**src/core/evpd_consts.svh**
```systemverilog
// Offsets, vector codes and reset values of the exception vector decoder
`ifndef EVPD_CONSTS_SVH
`define EVPD_CONSTS_SVH

// ----------------------------------------------------------------------
// Register map (byte addresses on the register bus)
// ----------------------------------------------------------------------
`define EVPD_OFS_BASE 4'h0
`define EVPD_OFS_STAT 4'h4
`define EVPD_ADR_W 4

// ----------------------------------------------------------------------
// Reset values
// ----------------------------------------------------------------------
`define EVPD_BASE_RST 8'hFF
`define EVPD_VEC_RST 16'h0000

// ----------------------------------------------------------------------
// Fixed reset vectors
// ----------------------------------------------------------------------
`define EVPD_VEC_PIN_RST 16'hFFFE
`define EVPD_VEC_CLKMON_RST 16'hFFFC
`define EVPD_VEC_WDOG_RST 16'hFFFA

// ----------------------------------------------------------------------
// Low bytes of based vectors
// ----------------------------------------------------------------------
`define EVPD_LO_BASE 8'h00
`define EVPD_LO_TRAP 8'hF8
`define EVPD_LO_SWI 8'hF6
`define EVPD_LO_NONMASKABLE_PIN_REQUEST 8'hF4
`define EVPD_LO_IRQ 8'hF2
`define EVPD_LO_FIRST_MASKED 8'hF0
`define EVPD_LO_LAST_MASKED 8'h82
`define EVPD_LO_SPURIOUS 8'h80
`define EVPD_NUM_MASKED 56

// ----------------------------------------------------------------------
// Status register field positions
// ----------------------------------------------------------------------
`define EVPD_STAT_WAKE_BIT 16
`define EVPD_STAT_PEND_BIT 17

`endif

```
**src/core/evpd_pkg.sv**
```systemverilog
// Types shared by the exception vector decoder
package evpd_pkg;

	// Non-maskable and single requests from the system
	typedef struct packed {
		logic rst_pin;
		logic rst_clkmon;
		logic rst_wdog;
		logic trap;
		logic software_interrupt;
		logic nonmaskable_pin_request;
		logic irq_pin;
	} evpd_req_t;

	// CPU flags seen by the decoder
	typedef struct packed {
		logic i_mask;
		logic x_mask;
		logic background_debug;
	} evpd_cpu_t;

endpackage

```
**src/core/evpd_prio.sv**
```systemverilog
// Fixed priority encoder for the device specific maskable sources
`timescale 1ns/1ps
`include "evpd_consts.svh"

module evpd_prio
	import evpd_pkg::*;
#(
	parameter int N = `EVPD_NUM_MASKED
) (
	input wire logic [N-1:0] act_i,
	output logic hit_o,
	output logic [7:0] code_o
);

	// ------------------------------------------------------------------
	// Priority chain, entry 0 is the highest vector
	// ------------------------------------------------------------------
	logic [N:0] found;
	logic [7:0] code_chain [0:N];

	assign found[0] = 1'b0;
	assign code_chain[0] = `EVPD_LO_SPURIOUS;

	for (genvar k = 0; k < N; k++) begin : g_ent
		localparam logic [7:0] LO = 8'(`EVPD_LO_FIRST_MASKED - 2 * k);
		assign found[k+1] = found[k] | act_i[k];
		// Higher vector already found keeps its code
		assign code_chain[k+1] = (act_i[k] && !found[k]) ? LO : code_chain[k];
	end

	assign hit_o = found[N];
	assign code_o = code_chain[N];

endmodule

```
**src/core/evpd_top.sv**
```systemverilog
// Exception request prioritizer and vector generator with bus registers
//
// Implementation choices: the register offsets and register access over Wishbone.
`timescale 1ns/1ps
`include "evpd_consts.svh"

module evpd_top
	import evpd_pkg::*;
#(
	parameter int N = `EVPD_NUM_MASKED
) (
	input wire logic clk_i,
	input wire logic rst_i,
	input wire logic ce_i,
	// Wishbone classic slave
	input wire logic wb_cyc_i,
	input wire logic wb_stb_i,
	input wire logic wb_we_i,
	input wire logic [`EVPD_ADR_W-1:0] wb_adr_i,
	input wire logic [3:0] wb_sel_i,
	input wire logic [31:0] wb_dat_i,
	output logic [31:0] wb_dat_o,
	output logic wb_ack_o,
	// Exception sources and CPU state
	input wire evpd_req_t req_i,
	input wire logic [N-1:0] src_req_i,
	input wire logic [N-1:0] src_en_i,
	input wire evpd_cpu_t cpu_condition_flags_i,
	// Vector port
	input wire logic vec_req_i,
	output logic [15:0] vec_o,
	output logic wake_o
);

	// ------------------------------------------------------------------
	// Registers
	// ------------------------------------------------------------------
	logic [7:0] vector_base_byte_reg_r;
	logic [15:0] last_vec_r;
	logic ack_r;
	logic [31:0] rdat_r;

	// ------------------------------------------------------------------
	// Qualification
	// ------------------------------------------------------------------
	logic [7:0] vector_base_upper_bits;
	logic [15:0] vec_base;
	logic any_rst;
	logic x_act;
	logic higher_act;
	logic i_open;
	logic irq_act;
	logic [N-1:0] src_act;
	logic src_hit;
	logic [7:0] src_code;
	logic [7:0] lo_sel;
	logic any_act;
	logic [15:0] vec_sel;

	// Debug firmware must reach its own table at the top page
	assign vector_base_upper_bits = cpu_condition_flags_i.background_debug ?
		`EVPD_BASE_RST : vector_base_byte_reg_r;
	assign vec_base = {vector_base_upper_bits, `EVPD_LO_BASE};

	assign any_rst = req_i.rst_pin | req_i.rst_clkmon | req_i.rst_wdog;
	assign x_act = req_i.nonmaskable_pin_request &
		!cpu_condition_flags_i.x_mask;
	assign higher_act = req_i.trap | req_i.software_interrupt | x_act;
	assign i_open = !cpu_condition_flags_i.i_mask && !higher_act;
	assign irq_act = req_i.irq_pin & i_open;
	assign src_act = (src_req_i & src_en_i) & {N{i_open}};

	evpd_prio #(
		.N(N)
	) u_prio (
		.act_i(src_act),
		.hit_o(src_hit),
		.code_o(src_code)
	);

	assign any_act = any_rst | higher_act | irq_act | src_hit;

	// ------------------------------------------------------------------
	// Vector selection, evaluated live at the request
	// ------------------------------------------------------------------
	always_comb begin
		lo_sel = `EVPD_LO_SPURIOUS;
		if (req_i.trap) begin
			lo_sel = `EVPD_LO_TRAP;
		end else if (req_i.software_interrupt) begin
			lo_sel = `EVPD_LO_SWI;
		end else if (x_act) begin
			lo_sel = `EVPD_LO_NONMASKABLE_PIN_REQUEST;
		end else if (irq_act) begin
			lo_sel = `EVPD_LO_IRQ;
		end else if (src_hit) begin
			lo_sel = src_code;
		end
	end

	always_comb begin
		// Reset vectors ignore the base byte entirely
		if (req_i.rst_pin) begin
			vec_sel = `EVPD_VEC_PIN_RST;
		end else if (req_i.rst_clkmon) begin
			vec_sel = `EVPD_VEC_CLKMON_RST;
		end else if (req_i.rst_wdog) begin
			vec_sel = `EVPD_VEC_WDOG_RST;
		end else begin
			vec_sel = vec_base | {8'h00, lo_sel};
		end
	end

	assign vec_o = vec_sel;
	assign wake_o = |((src_req_i & src_en_i) &
		{N{!cpu_condition_flags_i.i_mask}}) |
		(req_i.irq_pin & !cpu_condition_flags_i.i_mask);

	// ------------------------------------------------------------------
	// Last supplied vector, readable for diagnosis
	// ------------------------------------------------------------------
	always_ff @(posedge clk_i) begin
		if (rst_i) begin
			last_vec_r <= `EVPD_VEC_RST;
		end else if (ce_i && vec_req_i) begin
			last_vec_r <= vec_sel;
		end
	end

	// ------------------------------------------------------------------
	// Wishbone slave: ack one cycle after the strobe
	// ------------------------------------------------------------------
	logic bus_req;
	logic adr_base;
	logic adr_stat;

	assign bus_req = wb_cyc_i && wb_stb_i;
	assign adr_base = wb_adr_i == `EVPD_OFS_BASE;
	assign adr_stat = wb_adr_i == `EVPD_OFS_STAT;

	always_ff @(posedge clk_i) begin
		if (rst_i) begin
			ack_r <= 1'b0;
		end else if (ce_i) begin
			ack_r <= bus_req && !ack_r;
		end
	end

	always_ff @(posedge clk_i) begin
		if (rst_i) begin
			rdat_r <= 32'h0000_0000;
		end else if (ce_i && bus_req && !ack_r) begin
			rdat_r <= 32'h0000_0000;
			if (adr_base) begin
				rdat_r[7:0] <= vector_base_byte_reg_r;
			end else if (adr_stat) begin
				rdat_r[15:0] <= last_vec_r;
				rdat_r[`EVPD_STAT_WAKE_BIT] <= wake_o;
				rdat_r[`EVPD_STAT_PEND_BIT] <= any_act;
			end
		end
	end

	// Write lands on the edge where the master sees ack
	always_ff @(posedge clk_i) begin
		if (rst_i) begin
			vector_base_byte_reg_r <= `EVPD_BASE_RST;
		end else if (ce_i && bus_req && ack_r && wb_we_i && adr_base &&
			wb_sel_i[0]) begin
			vector_base_byte_reg_r <= wb_dat_i[7:0];
		end
	end

	assign wb_ack_o = ack_r;
	assign wb_dat_o = rdat_r;

	// ------------------------------------------------------------------
	// Checks
	// ------------------------------------------------------------------
	chk_base_reset: assert property (@(posedge clk_i) disable iff (rst_i)
		$fell(rst_i) |-> vector_base_byte_reg_r == `EVPD_BASE_RST)
		else $error("base byte not 0xFF after reset");

	chk_pin_reset: assert property (@(posedge clk_i) disable iff (rst_i)
		vec_req_i && req_i.rst_pin |-> vec_o == `EVPD_VEC_PIN_RST)
		else $error("pin reset vector wrong");

	chk_reset_order: assert property (@(posedge clk_i) disable iff (rst_i)
		vec_req_i && !req_i.rst_pin && req_i.rst_clkmon |->
		vec_o == `EVPD_VEC_CLKMON_RST)
		else $error("clock monitor reset vector wrong");

	chk_debug_page: assert property (@(posedge clk_i) disable iff (rst_i)
		vec_req_i && cpu_condition_flags_i.background_debug |->
		vec_o[15:8] == `EVPD_BASE_RST)
		else $error("debug vector not in top page");

	chk_spurious_vec: assert property (@(posedge clk_i) disable iff (rst_i)
		vec_req_i && !any_act |->
		vec_o == {vector_base_upper_bits, `EVPD_LO_SPURIOUS})
		else $error("spurious vector wrong");

	chk_trap_vec: assert property (@(posedge clk_i) disable iff (rst_i)
		vec_req_i && !any_rst && req_i.trap |->
		vec_o == {vector_base_upper_bits, `EVPD_LO_TRAP})
		else $error("trap vector wrong");

	chk_x_outranks: assert property (@(posedge clk_i) disable iff (rst_i)
		vec_req_i && !any_rst && !req_i.trap && !req_i.software_interrupt &&
		x_act |-> vec_o[7:0] == `EVPD_LO_NONMASKABLE_PIN_REQUEST)
		else $error("X request lost to lower source");

	chk_mask_block: assert property (@(posedge clk_i) disable iff (rst_i)
		cpu_condition_flags_i.i_mask |-> !irq_act && src_act == '0)
		else $error("masked source passed with I flag set");

	chk_top_source: assert property (@(posedge clk_i) disable iff (rst_i)
		src_act[0] |-> src_code == `EVPD_LO_FIRST_MASKED)
		else $error("highest device source not chosen");

	chk_wake_src: assert property (@(posedge clk_i) disable iff (rst_i)
		src_req_i[0] && src_en_i[0] && !cpu_condition_flags_i.i_mask |->
		wake_o)
		else $error("qualified request does not wake");

	chk_last_vec: assert property (@(posedge clk_i) disable iff (rst_i)
		ce_i && vec_req_i |=> last_vec_r == $past(vec_o))
		else $error("supplied vector not recorded");

	chk_base_write: assert property (@(posedge clk_i) disable iff (rst_i)
		ce_i && bus_req && ack_r && wb_we_i && adr_base && wb_sel_i[0] |=>
		vector_base_byte_reg_r == $past(wb_dat_i[7:0]))
		else $error("base byte write not taken");

	chk_wdog_vec: assert property (@(posedge clk_i) disable iff (rst_i)
		vec_req_i && !req_i.rst_pin && !req_i.rst_clkmon && req_i.rst_wdog |->
		vec_o == `EVPD_VEC_WDOG_RST)
		else $error("watchdog reset vector wrong");

	chk_reset_fixed: assert property (@(posedge clk_i) disable iff (rst_i)
		vec_req_i && any_rst |-> vec_o[15:8] == `EVPD_BASE_RST)
		else $error("reset vector left the top page");

	chk_base_upper: assert property (@(posedge clk_i) disable iff (rst_i)
		vec_req_i && !any_rst && !cpu_condition_flags_i.background_debug |->
		vec_o[15:8] == vector_base_byte_reg_r)
		else $error("upper vector byte not the base byte");

	chk_swi_vec: assert property (@(posedge clk_i) disable iff (rst_i)
		vec_req_i && !any_rst && !req_i.trap && req_i.software_interrupt |->
		vec_o == {vector_base_upper_bits, `EVPD_LO_SWI})
		else $error("software interrupt vector wrong");

	chk_irq_vec: assert property (@(posedge clk_i) disable iff (rst_i)
		vec_req_i && !any_rst && irq_act |->
		vec_o == {vector_base_upper_bits, `EVPD_LO_IRQ})
		else $error("external pin vector wrong");

	chk_masked_below: assert property (@(posedge clk_i) disable iff (rst_i)
		vec_req_i && !any_rst && higher_act |->
		vec_o[7:0] >= `EVPD_LO_NONMASKABLE_PIN_REQUEST)
		else $error("masked source beat a higher request");

	chk_higher_block: assert property (@(posedge clk_i) disable iff (rst_i)
		higher_act |-> !irq_act && src_act == '0)
		else $error("masked source passed a higher request");

	chk_low_source: assert property (@(posedge clk_i) disable iff (rst_i)
		src_act == {1'b1, {(N-1){1'b0}}} |->
		src_code == `EVPD_LO_LAST_MASKED)
		else $error("lowest device source vector wrong");

	chk_late_winner: assert property (@(posedge clk_i) disable iff (rst_i)
		vec_req_i && !any_rst && $rose(req_i.trap) |->
		vec_o[7:0] == `EVPD_LO_TRAP)
		else $error("late trap not chosen");

	chk_wake_mask: assert property (@(posedge clk_i) disable iff (rst_i)
		cpu_condition_flags_i.i_mask |-> !wake_o)
		else $error("wake with I flag set");

	chk_last_hold: assert property (@(posedge clk_i) disable iff (rst_i)
		!ce_i |=> $stable(last_vec_r))
		else $error("recorded vector moved while frozen");

endmodule

```
**config.mk**
```make
export PLATFORM = sky130hd
export DESIGN_NAME = evpd_top
export DESIGN_NICKNAME = d
export VERILOG_FILES = /design/src/core/evpd_pkg.sv /design/src/core/evpd_prio.sv /design/src/core/evpd_top.sv
export VERILOG_INCLUDE_DIRS = /design/src /design/src/core
export SDC_FILE = /design/constraint.sdc
export NUM_CORES = 1
export LEC_CHECK = 0
export BUFFER_PORTS_ARGS = -buffer_cell sky130_fd_sc_hd__buf_2
export CAP_MARGIN = 15
export CELL_PAD_IN_SITES_DETAIL_PLACEMENT = 1
export CELL_PAD_IN_SITES_GLOBAL_PLACEMENT = 2
export CORE_ASPECT_RATIO = 0.8
export CORE_MARGIN = 2
export CORE_UTILIZATION = 20
export DETAILED_ROUTE_END_ITERATION = 6
export MAX_ROUTING_LAYER = met4
export PLACE_DENSITY = 0.81
export SETUP_SLACK_MARGIN = 0.15
export SLEW_MARGIN = 20
export SYNTH_ARGS = -nofsm -noshare
export SYNTH_HDL_FRONTEND = slang
export SYNTH_SLANG_ARGS = --single-unit
```
**constraint.sdc**
```tcl
create_clock -name clk_i -period 3.3 [get_ports clk_i]
set_clock_uncertainty 0.15 [all_clocks]
set_input_delay 0.33 -clock clk_i [delete_from_list [all_inputs] [get_ports clk_i]]
set_output_delay 0.33 -clock clk_i [all_outputs]
set_load 0.03 [all_outputs]
```
After elaboration in Yosys (flattened, before gate mapping):

Index checks and enable logic that the tools add are counted.

* register bits after elaboration: 43
* output and inout bits: 50
* bits in read-only memories: 0
* memories: 0
* latch bits: 0
* word-level logic and storage cells: 269
* RAM bits: 0
* input bits: 169

* div/mod/pow operators: 0
* reductions and logical operators: 126
* multiply operators: 0
* $add $sub $neg: 0
* magnitude comparators: 0
* bitwise operators: 70
* equal/unequal tests: 1
* shifts and indexed selects: 0
* muxes and demuxes: 68

Operators with widths (count)
* two-way mux 8 bit: 62
* AND 56 bit: 3
* logical AND 1 bit: 65
* OR 1 bit: 63
* zero test 1 bit: 59
* OR reduction 56 bit: 1
* two-way mux 16 bit: 3
* two-way mux 18 bit: 1
* OR 16 x 8 -> 16 bit: 1
* two-way mux 10 bit: 1
* two-way mux 7 bit: 1
* == test 4 x 3 -> 1 bit, second input constant: 1
* zero test 4 bit: 1
* AND 1 bit: 3

Depth between registers and ports, before layout:

* depth after elaboration: 72
* mapped depth: 9
* depth with buffers taken out: 8

Modules after synthesis:

From an unflattened synthesis, not the netlist that was laid out.

* cells, all modules: 484
* area total of the unflattened synthesis: 3320.7 µm²

By module, submodules not included
* evpd_top: area each 2481.1 µm², cells each 350, seq. area each 860.8 µm², instances 1
* evpd_prio: area each 839.6 µm², cells each 134, seq. area each 0.0 µm², instances 1

Worst setup path before layout:

OpenSTA, ideal clock, no wires.

* path type: input to output
* start point: input port src_req_i[14]
* end point: output port vec_o[1]
* data required time: 2820 ps
* stages on the path: 8
* buffers on the path: 0
* setup slack: 220 ps
* arrival time: 2600 ps
* cells stage by stage: a222oi_1 > nand4_1 > nor4_4 > nand2_2 > o21ai_1 > nor4_1 > o32a_1 > o21bai_1

* cells in the longest elaborated chain, start to end: 55
* elaborated cells between the ends (all ways): 178
* classes of those cells: 50 x mux; 45 x bitwise; 83 x reduce/logical

RTL lines
* from (decl): line evpd_top.sv:26 `input wire logic [N-1:0] src_req_i,`
* AND 56 bit (*) (2 in a row): line evpd_top.sv:71 `assign src_act = (src_req_i & src_en_i) & {N{i_open}};`
* OR 1 bit: line evpd_prio.sv:26 `assign found[k+1] = found[k] | act_i[k];`
* zero test 1 bit or OR 1 bit (tied branches): line evpd_prio.sv:28, evpd_prio.sv:26
* logical AND 1 bit (tied with other cells): line evpd_prio.sv:28 `assign code_chain[k+1] = (act_i[k] && !found[k]) ? LO : code_chain[k];`
* two-way mux 8 bit (tied with other cells) (39 in a row): line evpd_prio.sv:28
* two-way mux 8 bit or logical AND 1 bit (tied branches): line evpd_prio.sv:28
* two-way mux 8 bit: line evpd_prio.sv:28
* two-way mux 8 bit (*): line evpd_top.sv:96 `end else if (src_hit) begin`
* two-way mux 8 bit (*): line evpd_top.sv:94 `end else if (irq_act) begin`
* two-way mux 8 bit (*): line evpd_top.sv:92 `end else if (x_act) begin`
* two-way mux 8 bit (*): line evpd_top.sv:90 `end else if (req_i.software_interrupt) begin`
* two-way mux 8 bit (*): line evpd_top.sv:88 `if (req_i.trap) begin`
* OR 16 x 8 -> 16 bit (*): line evpd_top.sv:110 `vec_sel = vec_base | {8'h00, lo_sel};`
* two-way mux 16 bit (*): line evpd_top.sv:107 `end else if (req_i.rst_wdog) begin`
* two-way mux 16 bit (*): line evpd_top.sv:105 `end else if (req_i.rst_clkmon) begin`
* two-way mux 16 bit (*): line evpd_top.sv:103 `if (req_i.rst_pin) begin`
* to (decl): line evpd_top.sv:31 `output logic [15:0] vec_o,`

Mark *: on every way between the ends. The rest lies on a longest branch, timed or not.

Worst setup path in the final report:

* start point: input port src_en_i[14]
* end point: output port vec_o[1]

* cells in the longest elaborated chain, start to end: 55
* elaborated cells between the ends (all ways): 178
* classes of those cells: 50 x mux; 45 x bitwise; 83 x reduce/logical

RTL lines
* from (decl): line evpd_top.sv:27 `input wire logic [N-1:0] src_en_i,`
* AND 56 bit (*) (2 in a row): line evpd_top.sv:71
* OR 1 bit: line evpd_prio.sv:26
* zero test 1 bit or OR 1 bit (tied branches): line evpd_prio.sv:28, evpd_prio.sv:26
* logical AND 1 bit (tied with other cells): line evpd_prio.sv:28
* two-way mux 8 bit (tied with other cells) (39 in a row): line evpd_prio.sv:28
* two-way mux 8 bit or logical AND 1 bit (tied branches): line evpd_prio.sv:28
* two-way mux 8 bit: line evpd_prio.sv:28
* two-way mux 8 bit (*): line evpd_top.sv:96
* two-way mux 8 bit (*): line evpd_top.sv:94
* two-way mux 8 bit (*): line evpd_top.sv:92
* two-way mux 8 bit (*): line evpd_top.sv:90
* two-way mux 8 bit (*): line evpd_top.sv:88
* OR 16 x 8 -> 16 bit (*): line evpd_top.sv:110
* two-way mux 16 bit (*): line evpd_top.sv:107
* two-way mux 16 bit (*): line evpd_top.sv:105
* two-way mux 16 bit (*): line evpd_top.sv:103

Marks and branches as above.

==> out/qor.yml <==
synthesis:
  syn_inst: 383
  ys_seq_area_frac: 0.291
  ys.flop_type: "dfxtp_1"
  synth.ff_latch_count: 42
  syn-cell-area_mm2: 0.00289
  syn_avg_cell_area_um2: 7.55
  synth_edf_count: 0
  async_flop_share: 0
  ys.warnings.count: 0
  ys_types: 61
die:
  initial_core_util: 0.204
  coreArea_mm2: 0.0142
  die_x_um: 138
  rows: 39
  die_h_um: 112
  pin_count: 219
  die_area_mm2: 0.0154
critical_path:
  worstSetupStartpointType: "input port"
  critPathKind: "input port to output port"
  end_kind: "output port"
  critPathArrivalTime_ns: 2.60
  timing.reg2reg.setup_slack_ns: 1.40
  required_ns: 2.82
  critPathMaxFanout: 4
grt:
  grt_pass1_wl_um: 20500
  grt.overflow.total: 0
  antenna_found_initial: 1
  grt_util_all_layers: 0.166
  grt_pass1_vias: 3891
  grt_max_degree: 44
route:
  finalWirelength_um: 12800
  via_per_inst: 4.90
  drc_errors: 2
  drt_iter0_markers: 246
  drtPass1Iterations: 7
  ant_nets: 0
  wire_per_inst_um: 16.8
  vias: 3731
placed_design:
  port_buffers: 175
  hpwl_um: 10700
  gp_congestion: 0.897
  dpl_cell_area_mm2: 0.00402
  post-place-cells: 747
  post-place-ws_ns: 0.00511
power:
  max-vdd-ir-drop_uv: 198
  pwr_density_cell_mw_per_mm2: 319
  power.leakage_uw: 0.00183
clock_tree:
  htreeDepth: 2
  cts_buffers: 5
  clock_latency_ns: 0.28
  postCtsHoldBufs: 0
  cts_max_path_buffers: 2
  cts_tree: "built"
  root_buffer: "clkbuf_16"
  cts.reportedPaths.clkPinSlew_ns: 0.06
  numClockSinks: 42
cells_and_area:
  design_area_mm2: 0.00426
  nets: 745
  mostFrequentLayoutCell: "buf_2"
  nFillCells: 1780
  syn2layout_area_growth_pct: 47.4
  fin_cells: 762
  final_cell_mix: "173 x buf_2, 56 x nor2_1, 44 x nand2_1, 42 x dfxtp_1, 29 x a22oi_1"
  drive_gt1_frac: 0.392
status:
  violations: "design-rule violations"
  status: "complete, but fails checks"
sta:
  hold_viol_final: 0
  fin_setup_tns_ns: 0
  worst_slack_ns: 0.217
  slew-limit-headroom: 0.432
  worst_slew_pin_slew_ns: 0.844
  max_freq_mhz: 324
  rsz0062_at_grt: "true"
  setup_violations: 0
  finalCriticalPeriod_ns: 3.08
  period_share: 0.934
  final_max_slew_viol_count: 0
hold_path:
  hp-class: "input port to flop"
run:
  maxCapViolations: 0
[kinds of logic after synthesis]
group                  after synthesis  share of synthesized area
AND/OR/NAND/NOR                    194                      0.340
AO/OA/AOI/OAI                      114                      0.299
flip-flops                          42                      0.291
buffers and inverters               30                     0.0636
other                                2                    0.00260
multiplexers                         1                    0.00346
[cell usage after synthesis (2+ instances only)]
cell / number / share of area
a222oi_1: 11 / 0.038
nor4_1: 4 / 0.0087
a32o_1: 2 / 0.0069
o22ai_1: 2 / 0.0043
nand3_1: 14 / 0.024
nor3_1: 13 / 0.023
a211oi_1: 2 / 0.0052
dfxtp_1: 42 / 0.29
a22oi_1: 29 / 0.075
o21ai_0: 11 / 0.019
conb_1: 2 / 0.0026
nand4_1: 13 / 0.028
or3_1: 4 / 0.0087
buf_4: 17 / 0.044
nand3b_1: 3 / 0.0078
o21a_1: 2 / 0.0052
a211o_1: 8 / 0.024
a221oi_1: 2 / 0.0061
nand2_1: 44 / 0.057
and3_1: 3 / 0.0065
a32oi_1: 2 / 0.0061
a21oi_1: 13 / 0.023
nor2b_1: 8 / 0.017
and2_1: 4 / 0.0087
nand2b_1: 13 / 0.028
o2111ai_1: 2 / 0.0061
clkbuf_1: 10 / 0.013
a22o_1: 3 / 0.0091
and4_1: 3 / 0.0091
a31oi_1: 3 / 0.0065
nor2_1: 57 / 0.074
o211ai_1: 2 / 0.0052
o311ai_1: 2 / 0.0061
o31ai_1: 3 / 0.0078
o21ai_1: 4 / 0.0069
[state kept, by name, summed over array words and instances, names as in the netlist]
| name | flops |
|---|---|
| vector_base_byte_reg_r | 8 |
| wb_dat_o | 18 |
| last_vec_r | 15 |
| wb_ack_o | 1 |
[stage by stage]
stage / utilization / power, uW / hold WS [ns]
finish: 0.300 / 1360 / 0.100
detailed placement: 0.283 / 868 / 0.317
CTS: 0.296 / 1370 / 0.101
global route: 0.300 / 1430 / 0.110
floorplan: - / 712 / 0.281
global placement: 0.283 / 858 / 0.296
[layer usage]
| layer | vias to the layer above | GRT usage | wire length, um | share of wire |
|---|---|---|---|---|
| li1 | 1819 | - | - | - |
| met1 | 1789 | 0.218 | 5900 | 0.46 |
| met2 | 113 | 0.280 | 6180 | 0.48 |
| met3 | 10 | 0.0185 | 613 | 0.048 |
| met4 | 0 | 0.0306 | 111 | 0.0087 |
| met5 | - | - | 0 | 0 |
[repair_timing]
item	4_1_cts	5_1_grt
gates resized for setup	1	9
pin swaps	3	4
setup endpoints to repair	3	3
setup buffers	4	2
[path summary, 6_finish.rpt]
check | start | end | cells past startpoint
max reg2reg | wb_ack_o$_SDFFE_PP0P_ | wb_dat_o[7]$_SDFFE_PP0P_ | 4
min reg2reg | last_vec_r[3]$_SDFFE_PP0P_ | last_vec_r[3]$_SDFFE_PP0P_ | 2
min | wb_dat_i[7] | vector_base_byte_reg_r[7]$_SDFFE_PP1P_ | 2
max | src_en_i[14] | vec_o[1] | 10
[area by class of cell]
cell class | count | area (um2) | share of cell area
Antenna cell | 1 | 2.50 | 0.000588
Clock buffer | 6 | 139 | 0.0326
Clock inverter | 2 | 12.5 | 0.00294
Inverter | 1 | 3.75 | 0.000881
Multi-Input combinational cell | 325 | 1950 | 0.459
Sequential cell | 42 | 841 | 0.197
Tap cell | 184 | 230 | 0.0541
Timing Repair Buffer | 201 | 1080 | 0.253
[worst max-delay path, cell delays in order]
cell and delay (ns):
buf_2 0.10, a222oi_1 0.43, nand4_1 0.28, nor4_4 0.42
nand2_2 0.13, o21ai_2 0.15, nor4_2 0.06, o32a_1 0.36
o21bai_1 0.14, buf_4 0.19
[report_power, final]
part / switching [uW] / internal (uW)
clock network: 195 / 299
logic: 197 / 139
registers: 7.91 / 521
Power figures use the tool's default switching activity.
